[config.mk]
export PLATFORM = sky130hd
export DESIGN_NAME = rafc_top
export DESIGN_NICKNAME = d
export VERILOG_FILES = /design/src/logic/rafc_pkg.sv /design/src/logic/rafc_top.sv
export VERILOG_INCLUDE_DIRS = /design/src /design/src/logic
export SDC_FILE = /design/constraint.sdc
export NUM_CORES = 1
export LEC_CHECK = 0
export BUFFER_PORTS_ARGS = -buffer_cell sky130_fd_sc_hd__buf_2
export CAP_MARGIN = 20
export CORE_MARGIN = 4
export CORE_UTILIZATION = 55
export DETAILED_ROUTE_END_ITERATION = 8
export GPL_TIMING_DRIVEN = 0
export PLACE_DENSITY = 0.76
export SLEW_MARGIN = 5
export SYNTH_ARGS = -nofsm -noshare
export SYNTH_HDL_FRONTEND = slang
export SYNTH_SLANG_ARGS = --single-unit
[constraint.sdc]
create_clock -name i_ref_clk -period 20.2 [get_ports i_ref_clk]
set_clock_uncertainty 0.2 [all_clocks]
set_input_delay 0 -clock i_ref_clk [delete_from_list [all_inputs] [get_ports i_ref_clk]]
set_output_delay 0 -clock i_ref_clk [all_outputs]
set_load 0.03 [all_outputs]
[src/logic/rafc_regs.svh]
// register map, reset values and fixed figures of the regeneration avoidance block
// assumes one byte-addressed word per register on the plain register port
`ifndef RAFC_REGS_SVH
`define RAFC_REGS_SVH

`define RAFC_ADDR_W 8
`define RAFC_DATA_W 32

`define RAFC_OFS_SELECT 8'h00
`define RAFC_OFS_LEVEL 8'h04
`define RAFC_OFS_LIMIT 8'h08
`define RAFC_OFS_VGAIN 8'h0C
`define RAFC_OFS_FGAIN 8'h10
`define RAFC_OFS_MAXF 8'h14
`define RAFC_OFS_STATUS 8'h18
`define RAFC_OFS_COMP 8'h1C

`define RAFC_SEL_OFF 2'h0
`define RAFC_SEL_ALWAYS 2'h1
`define RAFC_SEL_CONST 2'h2
`define RAFC_RST_SELECT 2'h0

`define RAFC_LEVEL_MIN 10'h12C
`define RAFC_LEVEL_MAX 10'h320
`define RAFC_RST_LEVEL_LOW 10'h190
`define RAFC_RST_LEVEL_HIGH 10'h30C

`define RAFC_LIMIT_MAX 16'h03E8
`define RAFC_LIMIT_OFF 16'h270F
`define RAFC_RST_LIMIT 16'h0258

`define RAFC_GAIN_MAX 8'hC8
`define RAFC_RST_GAIN 8'h64

`define RAFC_RST_MAXF 16'h2EE0

`define RAFC_GAIN_SHIFT 12
`define RAFC_DECAY_STEP 16'h0001

`define RAFC_STAT_ACTIVE 0
`define RAFC_STAT_HOLD 1
`define RAFC_STAT_ENABLED 2

`endif

[src/logic/rafc_pkg.sv]
// types shared by the regeneration avoidance block
// frequencies in 0.01 Hz steps, voltages in 1 V steps
`default_nettype none
package rafc_pkg;

  typedef enum logic [3:0] {
    RAFC_RAMP_STOP = 4'b0001,
    RAFC_RAMP_ACCEL = 4'b0010,
    RAFC_RAMP_CONST = 4'b0100,
    RAFC_RAMP_DECEL = 4'b1000
  } rafc_ramp_type;

  typedef struct packed {
    logic tick;
    rafc_ramp_type ramp;
    logic [9:0] bus_volt;
    logic [15:0] out_freq;
  } rafc_drive_in_type;

  typedef struct packed {
    logic [7:0] addr;
    logic [31:0] wdata;
    logic wr;
    logic rd;
  } rafc_reg_req_type;

  typedef struct packed {
    logic [1:0] sel;
    logic [9:0] level;
    logic [15:0] limit;
    logic [7:0] vgain;
    logic [7:0] fgain;
    logic [15:0] maxf;
    logic [15:0] comp;
    logic [15:0] freq_out;
    logic hold;
    logic active;
    logic [31:0] rdata;
  } rafc_state_type;

endpackage : rafc_pkg

`default_nettype wire

[src/logic/rafc_top.sv]
// regeneration avoidance frequency compensation, one control clock
// assumes drive inputs come from logic on i_ref_clk and i_drive.tick pulses once per control cycle
//
// Behaviour
// - select 0 off, 1 always on, 2 on only at constant speed
// - when enabled, raise frequency while bus voltage is at or above level
// - level accepts 300 to 800 V; default 400 or 780 by class
// - outside deceleration compensation never exceeds limit; limit 0 to 10 Hz, default 6
// - in deceleration hold limit until output frequency falls to half limit
// - compensation never lifts output frequency above maximum output frequency
// - limit setting 9999 removes the compensation limit
// - voltage gain 0 to 200 percent, default 100, larger responds faster
// - separate frequency gain 0 to 200 percent scales the correction
// - stall prevention requested whenever avoidance is actively raising frequency
`timescale 1ns/1ps
`default_nettype none
`include "rafc_regs.svh"

module rafc_top #(
  parameter bit P_CLASS_400V = 1'b0
) (
  input wire logic i_ref_clk,
  input wire logic i_rst,
  input wire rafc_pkg::rafc_drive_in_type i_drive,
  input wire rafc_pkg::rafc_reg_req_type i_reg,
  output logic [31:0] o_rd_data,
  output logic [15:0] o_comp_freq,
  output logic o_regen_active,
  output logic o_stall_prev_req
);
  import rafc_pkg::*;

  localparam logic [9:0] LEVEL_RST = P_CLASS_400V ? `RAFC_RST_LEVEL_HIGH : `RAFC_RST_LEVEL_LOW;

  rafc_state_type s_q;
  rafc_state_type s_d;

  logic enabled;
  logic over_level;
  logic limit_on;
  logic [10:0] volt_err;
  logic [26:0] gain_prod;
  logic [15:0] step;
  logic [15:0] headroom;

  function automatic logic [7:0] clamp_gain(input logic [31:0] v);
    clamp_gain = (v > 32'(`RAFC_GAIN_MAX)) ? `RAFC_GAIN_MAX : v[7:0];
  endfunction : clamp_gain

  always_comb begin
    enabled = 1'b0;
    unique case (s_q.sel)
      `RAFC_SEL_ALWAYS: enabled = 1'b1;
      `RAFC_SEL_CONST: enabled = (i_drive.ramp == RAFC_RAMP_CONST);
      default: enabled = 1'b0;
    endcase
  end

  assign over_level = (i_drive.bus_volt >= s_q.level);
  assign limit_on = (s_q.limit != `RAFC_LIMIT_OFF);
  assign volt_err = {1'b0, i_drive.bus_volt} - {1'b0, s_q.level} + 11'h001;
  assign gain_prod = 27'(volt_err) * 27'(s_q.vgain) * 27'(s_q.fgain);
  assign step = 16'(gain_prod >> `RAFC_GAIN_SHIFT);
  assign headroom = (i_drive.out_freq >= s_q.maxf) ? 16'h0000 : s_q.maxf - i_drive.out_freq;

  always_comb begin
    logic [16:0] cand;
    logic [16:0] total;
    cand = 17'h00000;
    total = 17'h00000;
    s_d = s_q;
    s_d.rdata = 32'h00000000;

    if (i_reg.wr) begin
      unique case (i_reg.addr)
        `RAFC_OFS_SELECT: begin
          if (i_reg.wdata[1:0] != 2'h3) begin
            s_d.sel = i_reg.wdata[1:0];
          end
        end
        `RAFC_OFS_LEVEL: begin
          if (i_reg.wdata < 32'(`RAFC_LEVEL_MIN)) begin
            s_d.level = `RAFC_LEVEL_MIN;
          end else if (i_reg.wdata > 32'(`RAFC_LEVEL_MAX)) begin
            s_d.level = `RAFC_LEVEL_MAX;
          end else begin
            s_d.level = i_reg.wdata[9:0];
          end
        end
        `RAFC_OFS_LIMIT: begin
          if (i_reg.wdata == 32'(`RAFC_LIMIT_OFF)) begin
            s_d.limit = `RAFC_LIMIT_OFF;
          end else if (i_reg.wdata > 32'(`RAFC_LIMIT_MAX)) begin
            s_d.limit = `RAFC_LIMIT_MAX;
          end else begin
            s_d.limit = i_reg.wdata[15:0];
          end
        end
        `RAFC_OFS_VGAIN: s_d.vgain = clamp_gain(i_reg.wdata);
        `RAFC_OFS_FGAIN: s_d.fgain = clamp_gain(i_reg.wdata);
        `RAFC_OFS_MAXF: s_d.maxf = i_reg.wdata[15:0];
        default: begin
        end
      endcase
    end

    if (i_reg.rd) begin
      unique case (i_reg.addr)
        `RAFC_OFS_SELECT: s_d.rdata = 32'(s_q.sel);
        `RAFC_OFS_LEVEL: s_d.rdata = 32'(s_q.level);
        `RAFC_OFS_LIMIT: s_d.rdata = 32'(s_q.limit);
        `RAFC_OFS_VGAIN: s_d.rdata = 32'(s_q.vgain);
        `RAFC_OFS_FGAIN: s_d.rdata = 32'(s_q.fgain);
        `RAFC_OFS_MAXF: s_d.rdata = 32'(s_q.maxf);
        `RAFC_OFS_STATUS: begin
          s_d.rdata[`RAFC_STAT_ACTIVE] = s_q.active;
          s_d.rdata[`RAFC_STAT_HOLD] = s_q.hold;
          s_d.rdata[`RAFC_STAT_ENABLED] = enabled;
        end
        `RAFC_OFS_COMP: s_d.rdata = 32'(s_q.comp);
        default: s_d.rdata = 32'h00000000;
      endcase
    end

    if (i_drive.tick) begin
      if (!enabled) begin
        cand = (s_q.sel == `RAFC_SEL_OFF || s_q.comp < `RAFC_DECAY_STEP) ? 17'h00000
               : 17'(s_q.comp - `RAFC_DECAY_STEP);
        s_d.active = 1'b0;
        s_d.hold = 1'b0;
      end else if (over_level) begin
        cand = 17'(s_q.comp) + 17'(step);
        s_d.active = 1'b1;
      end else begin
        cand = (s_q.comp < `RAFC_DECAY_STEP) ? 17'h00000 : 17'(s_q.comp - `RAFC_DECAY_STEP);
        s_d.active = 1'b0;
      end

      if (enabled && limit_on) begin
        if (i_drive.ramp == RAFC_RAMP_DECEL) begin
          if (s_q.hold || cand > 17'(s_q.limit)) begin
            cand = 17'(s_q.limit);
            s_d.hold = 1'b1;
          end
          if (i_drive.out_freq <= (s_q.limit >> 1)) begin
            s_d.hold = 1'b0;
          end
        end else begin
          s_d.hold = 1'b0;
          if (cand > 17'(s_q.limit)) begin
            cand = 17'(s_q.limit);
          end
        end
      end else begin
        s_d.hold = 1'b0;
      end

      if (cand > 17'(headroom)) begin
        cand = 17'(headroom);
      end
      s_d.comp = cand[15:0];
      total = 17'(i_drive.out_freq) + cand;
      s_d.freq_out = total[15:0];
    end
  end

  always_ff @(posedge i_ref_clk or posedge i_rst) begin
    if (i_rst) begin
      s_q.sel <= `RAFC_RST_SELECT;
      s_q.level <= LEVEL_RST;
      s_q.limit <= `RAFC_RST_LIMIT;
      s_q.vgain <= `RAFC_RST_GAIN;
      s_q.fgain <= `RAFC_RST_GAIN;
      s_q.maxf <= `RAFC_RST_MAXF;
      s_q.comp <= 16'h0000;
      s_q.freq_out <= 16'h0000;
      s_q.hold <= 1'b0;
      s_q.active <= 1'b0;
      s_q.rdata <= 32'h00000000;
    end else begin
      s_q <= s_d;
    end
  end

  assign o_rd_data = s_q.rdata;
  assign o_comp_freq = s_q.freq_out;
  assign o_regen_active = s_q.active;
  assign o_stall_prev_req = s_q.active;
endmodule : rafc_top

`default_nettype wire

==> key figures <==
Outcome
  – Status: finished, final reports clean

Clock tree
  – H-Tree Depth: 3
  – Clock Latency Late Sink: approximately 370 ps
  – CTS Buffer Depth: 2
  – CTS Sinks: between 100 and 150
  – CTS Buf Count: 9
  – Reg clk slew, reported paths: 90 ps
  – CTS Root Cell: clkbuf_16
  – CTS tree: yes

Logic synthesis
  – Post-synthesis compound-gate area fraction: 0.140
  – Post-Synth XOR/XNOR Area: 0.0357
  – Syn Inst Count: 2048
  – Yosys warning total: 0
  – Mapped Avg Cell Area: between 8 and 9 um2
  – Simple-Gate Fraction of Synth Area: 0.200
  – Yosys reg bits: 110
  – Largest family of logic cells by synthesized area: adder cells
  – Ranking of synthesized cells by area: fa_1 18%, ha_1 14%, dfrtp_1 13%, inv_1 5.9%, and2_1 4.7%
  – Number of flops mapped to enable cells by yosys: 0
  – Async set or reset register ratio after synthesis: 1.00
  – Synth cell count leaders: 276 x inv_1, 204 x ha_1, 204 x nand2_1
  – Leading area contributor after synthesis: fa_1
  – Ys flop type: dfrtp_1
  – Top-count cell post-synth: inv_1
  – Post-Synth Adder-Cell Area: 0.329
  – Mux cell area share after synthesis: 0.0445
  – Synth Cell Area: roughly 18000 um2
  – Post-synthesis sequential area ratio: 0.157
  – Synth top area share: 0.184
  – Post-synth cell types: 87

Final layout
  – Final net count: approximately 2700
  – Area Overhead vs Synth: 10.7%
  – Fin util: 0.619
  – Share of post-route cells with drive strength above 1: 0.130
  – FF+latch area: around 2800 um2
  – Multi-input gate area: between 10000 and 15000 um2
  – Fillers: approximately 2700
  – ANT cells: 0

Global route
  – Antenna violations before repair: 0
  – Overflow after GRT: 0
  – Met3 usage: 0.0405
  – Met1 GRT Util: 0.408
  – Gr usage total: 0.302
  – First-pass GRT wire length: approximately 85 mm
  – Largest net degree at the start of global routing: a little over 80
  – GRT met2 Usage: 0.504
  – Busiest grt layer: met2
  – Number of global-route vias before repair: around 16000

Die
  – DIE HEIGHT: between 150 and 200 um
  – Starting Density: 0.559
  – Ports: approximately 130
  – Die Wd: around 190 um
  – Die area: about 35000 um2
  – # rows: between 60 and 70
  – Core Region: roughly 32000 um2

Placed design
  – HPWL Detailed: between 40 and 50 mm
  – Placer Congestion: between 0.9 and 1
  – Port Buffers: 106

Detailed routing
  – Post-route ant nets: 0
  – DRT Pass-1 Iters: 8
  – Vias per Instance: ~6.0
  – Via Count: 15728
  – WL final: around 53 mm
  – Drt wl/cell: slightly above 20 um
  – Iteration-0 DRC Markers: between 1000 and 1500
  – Residual DRC: 0

Pwr
  – Pleak: approximately 10 nW
  – PD cells: roughly 53 nW/um2
  – Max IR drop VDD: 0.0665 mV

Timing
  – Min Tclk post-route: roughly 19000 ps
  – Slew Limit Headroom: 0.185
  – Final hold vios: 0
  – Measured slew at the worst slew-check pin: around 1200 ps
  – Final Cycle Share: 0.955
  – Setup TNS: 0 ps
  – Max Fclk: 0.0519 GHz
  – Count of final max-slew check failures: 0
  – RSZ-0062 raised after global routing: false
  – Setup violators final: 0

Setup path
  – Worst path top cell family by delay: adder cells
  – Arr. time, crit path: 19330 ps
  – Largest stage delay, worst path: 560 ps
  – Critical path required time: roughly 20000 ps
  – WP buf/inv: 11
  – Crit path max fanout: 10
  – Setup CP Type: reg2reg
  – Cell with the largest stage delay on the worst path: fa_1
  – Worst Setup SP: s_q[116]
  – Setup crit start kind: register
  – Worst Setup End Kind: register
  – FF-to-FF Start: s_q[116]
  – CP most frequent cell: fa_1

Hold path
  – Hold Path Class: in2reg
  – HP Start: i_drive[3]

Run
  – Max Cap Viol: 0
layout make-up:
cell class	count	share of cell area
multi-input combinational	1566	0.684
sequential	110	0.142
inverter	276	0.0532
timing repair buffer	148	0.0481
buffer	111	0.0320
tap	402	0.0257
clock buffer	9	0.0115
clock inverter	7	0.00403
kinds of logic after synthesis:
logic type,count (synthesis)
other,1
multiplexers,71
AO/OA/AOI/OAI,364
AND/OR/NAND/NOR,676
XOR/XNOR,72
adder cells (fa/ha/maj),367
buffers and inverters,387
flip-flops,110
repair_timing:
item | 4_1_cts | 5_1_grt
buffers inserted | 0 | 9
gates resized for setup | 0 | 12
endpoints found under the hold margin | 155 | 0
hold buffers | 31 | 0
endpoints found under the setup margin | 0 | 6
per-layer routing:
metal / vias up / share of wire
met2: 716 / 0.47
li1: 7218 / -
met3: 120 / 0.078
met4: 0 / 0.036
met1: 7674 / 0.42
met5: - / 0
worst paths after layout:
check / cells after the start / slack (ps) / to
setup / recovery: 74 / 910 / o_comp_freq[14]
hold / removal: 4 / 20 / o_comp_freq[3]
setup reg to reg: 74 / 910 / o_comp_freq[14]
hold reg to reg: 1 / 320 / o_comp_freq[12]
max in group asynchronous: 5 / 18520 / s_q[84]
min in group asynchronous: 4 / 530 / o_comp_freq[2]
sequential cells by signal, indices dropped and copies added (netlist names):
| signal | count |
|---|---|
| s_q | 77 |
| o_regen_active | 1 |
| o_comp_freq | 16 |
| o_rd_data | 16 |
worst register-to-register path, delay by kind of cell (launching register included):
family,cells,cell delay (ps)
adders and majority gates,17,7130
AOI/OAI and AO/OA,29,6540
and+or+nand+nor,13,2750
buffers and inverters,11,1190
muxes,2,690
DFF,1,430
xor gates and xnor gates,2,240
cells in the final DEF, fill, tap and decap left out, types with 20 or more instances in the layout:
| master | instances |
|---|---|
| inv_1 | 275 |
| nand2_1 | 204 |
| ha_1 | 204 |
| fa_1 | 163 |
| and2_1 | 132 |
| buf_2 | 110 |
| dfrtp_1 | 90 |
| a21oi_1 | 88 |
| nor2_1 | 87 |
| buf_4 | 58 |
| clkbuf_1 | 54 |
| o21ai_0 | 51 |
| nor2b_1 | 44 |
| nand3_1 | 44 |
| mux2_2 | 41 |
| xnor2_1 | 39 |
| a22oi_1 | 37 |
| dlygate4sd3_1 | 31 |
| nor3_1 | 30 |
| nand2b_1 | 25 |
| mux2i_1 | 25 |
| xor2_1 | 25 |
| and3_1 | 22 |
| a21o_1 | 21 |
| a31oi_1 | 20 |
| dfstp_2 | 20 |
stage by stage:
step           setup slack, ps  hold WS (ps)  cell area (um2)  std cells  power, mW
4_1_cts                    489          20.6            19400       2619       1.02
6_report                   915          21.4            19600       2629       1.03
3_3_place_gp               804          47.0            18800       2571      0.808
3_5_place_dp               574          -213            18800       2572      0.822
2_1_floorplan             3170         -80.2            17700       2063      0.681
5_1_grt                   18.6          37.9            19600       2629       1.09
power by group:
group / switching, mW / internal, mW
logic: 0.321 / 0.237
registers: 0.0347 / 0.247
clock network: 0.101 / 0.0896
total: 0.457 / 0.573
Note: power is estimated with default switching activity, not from simulation.
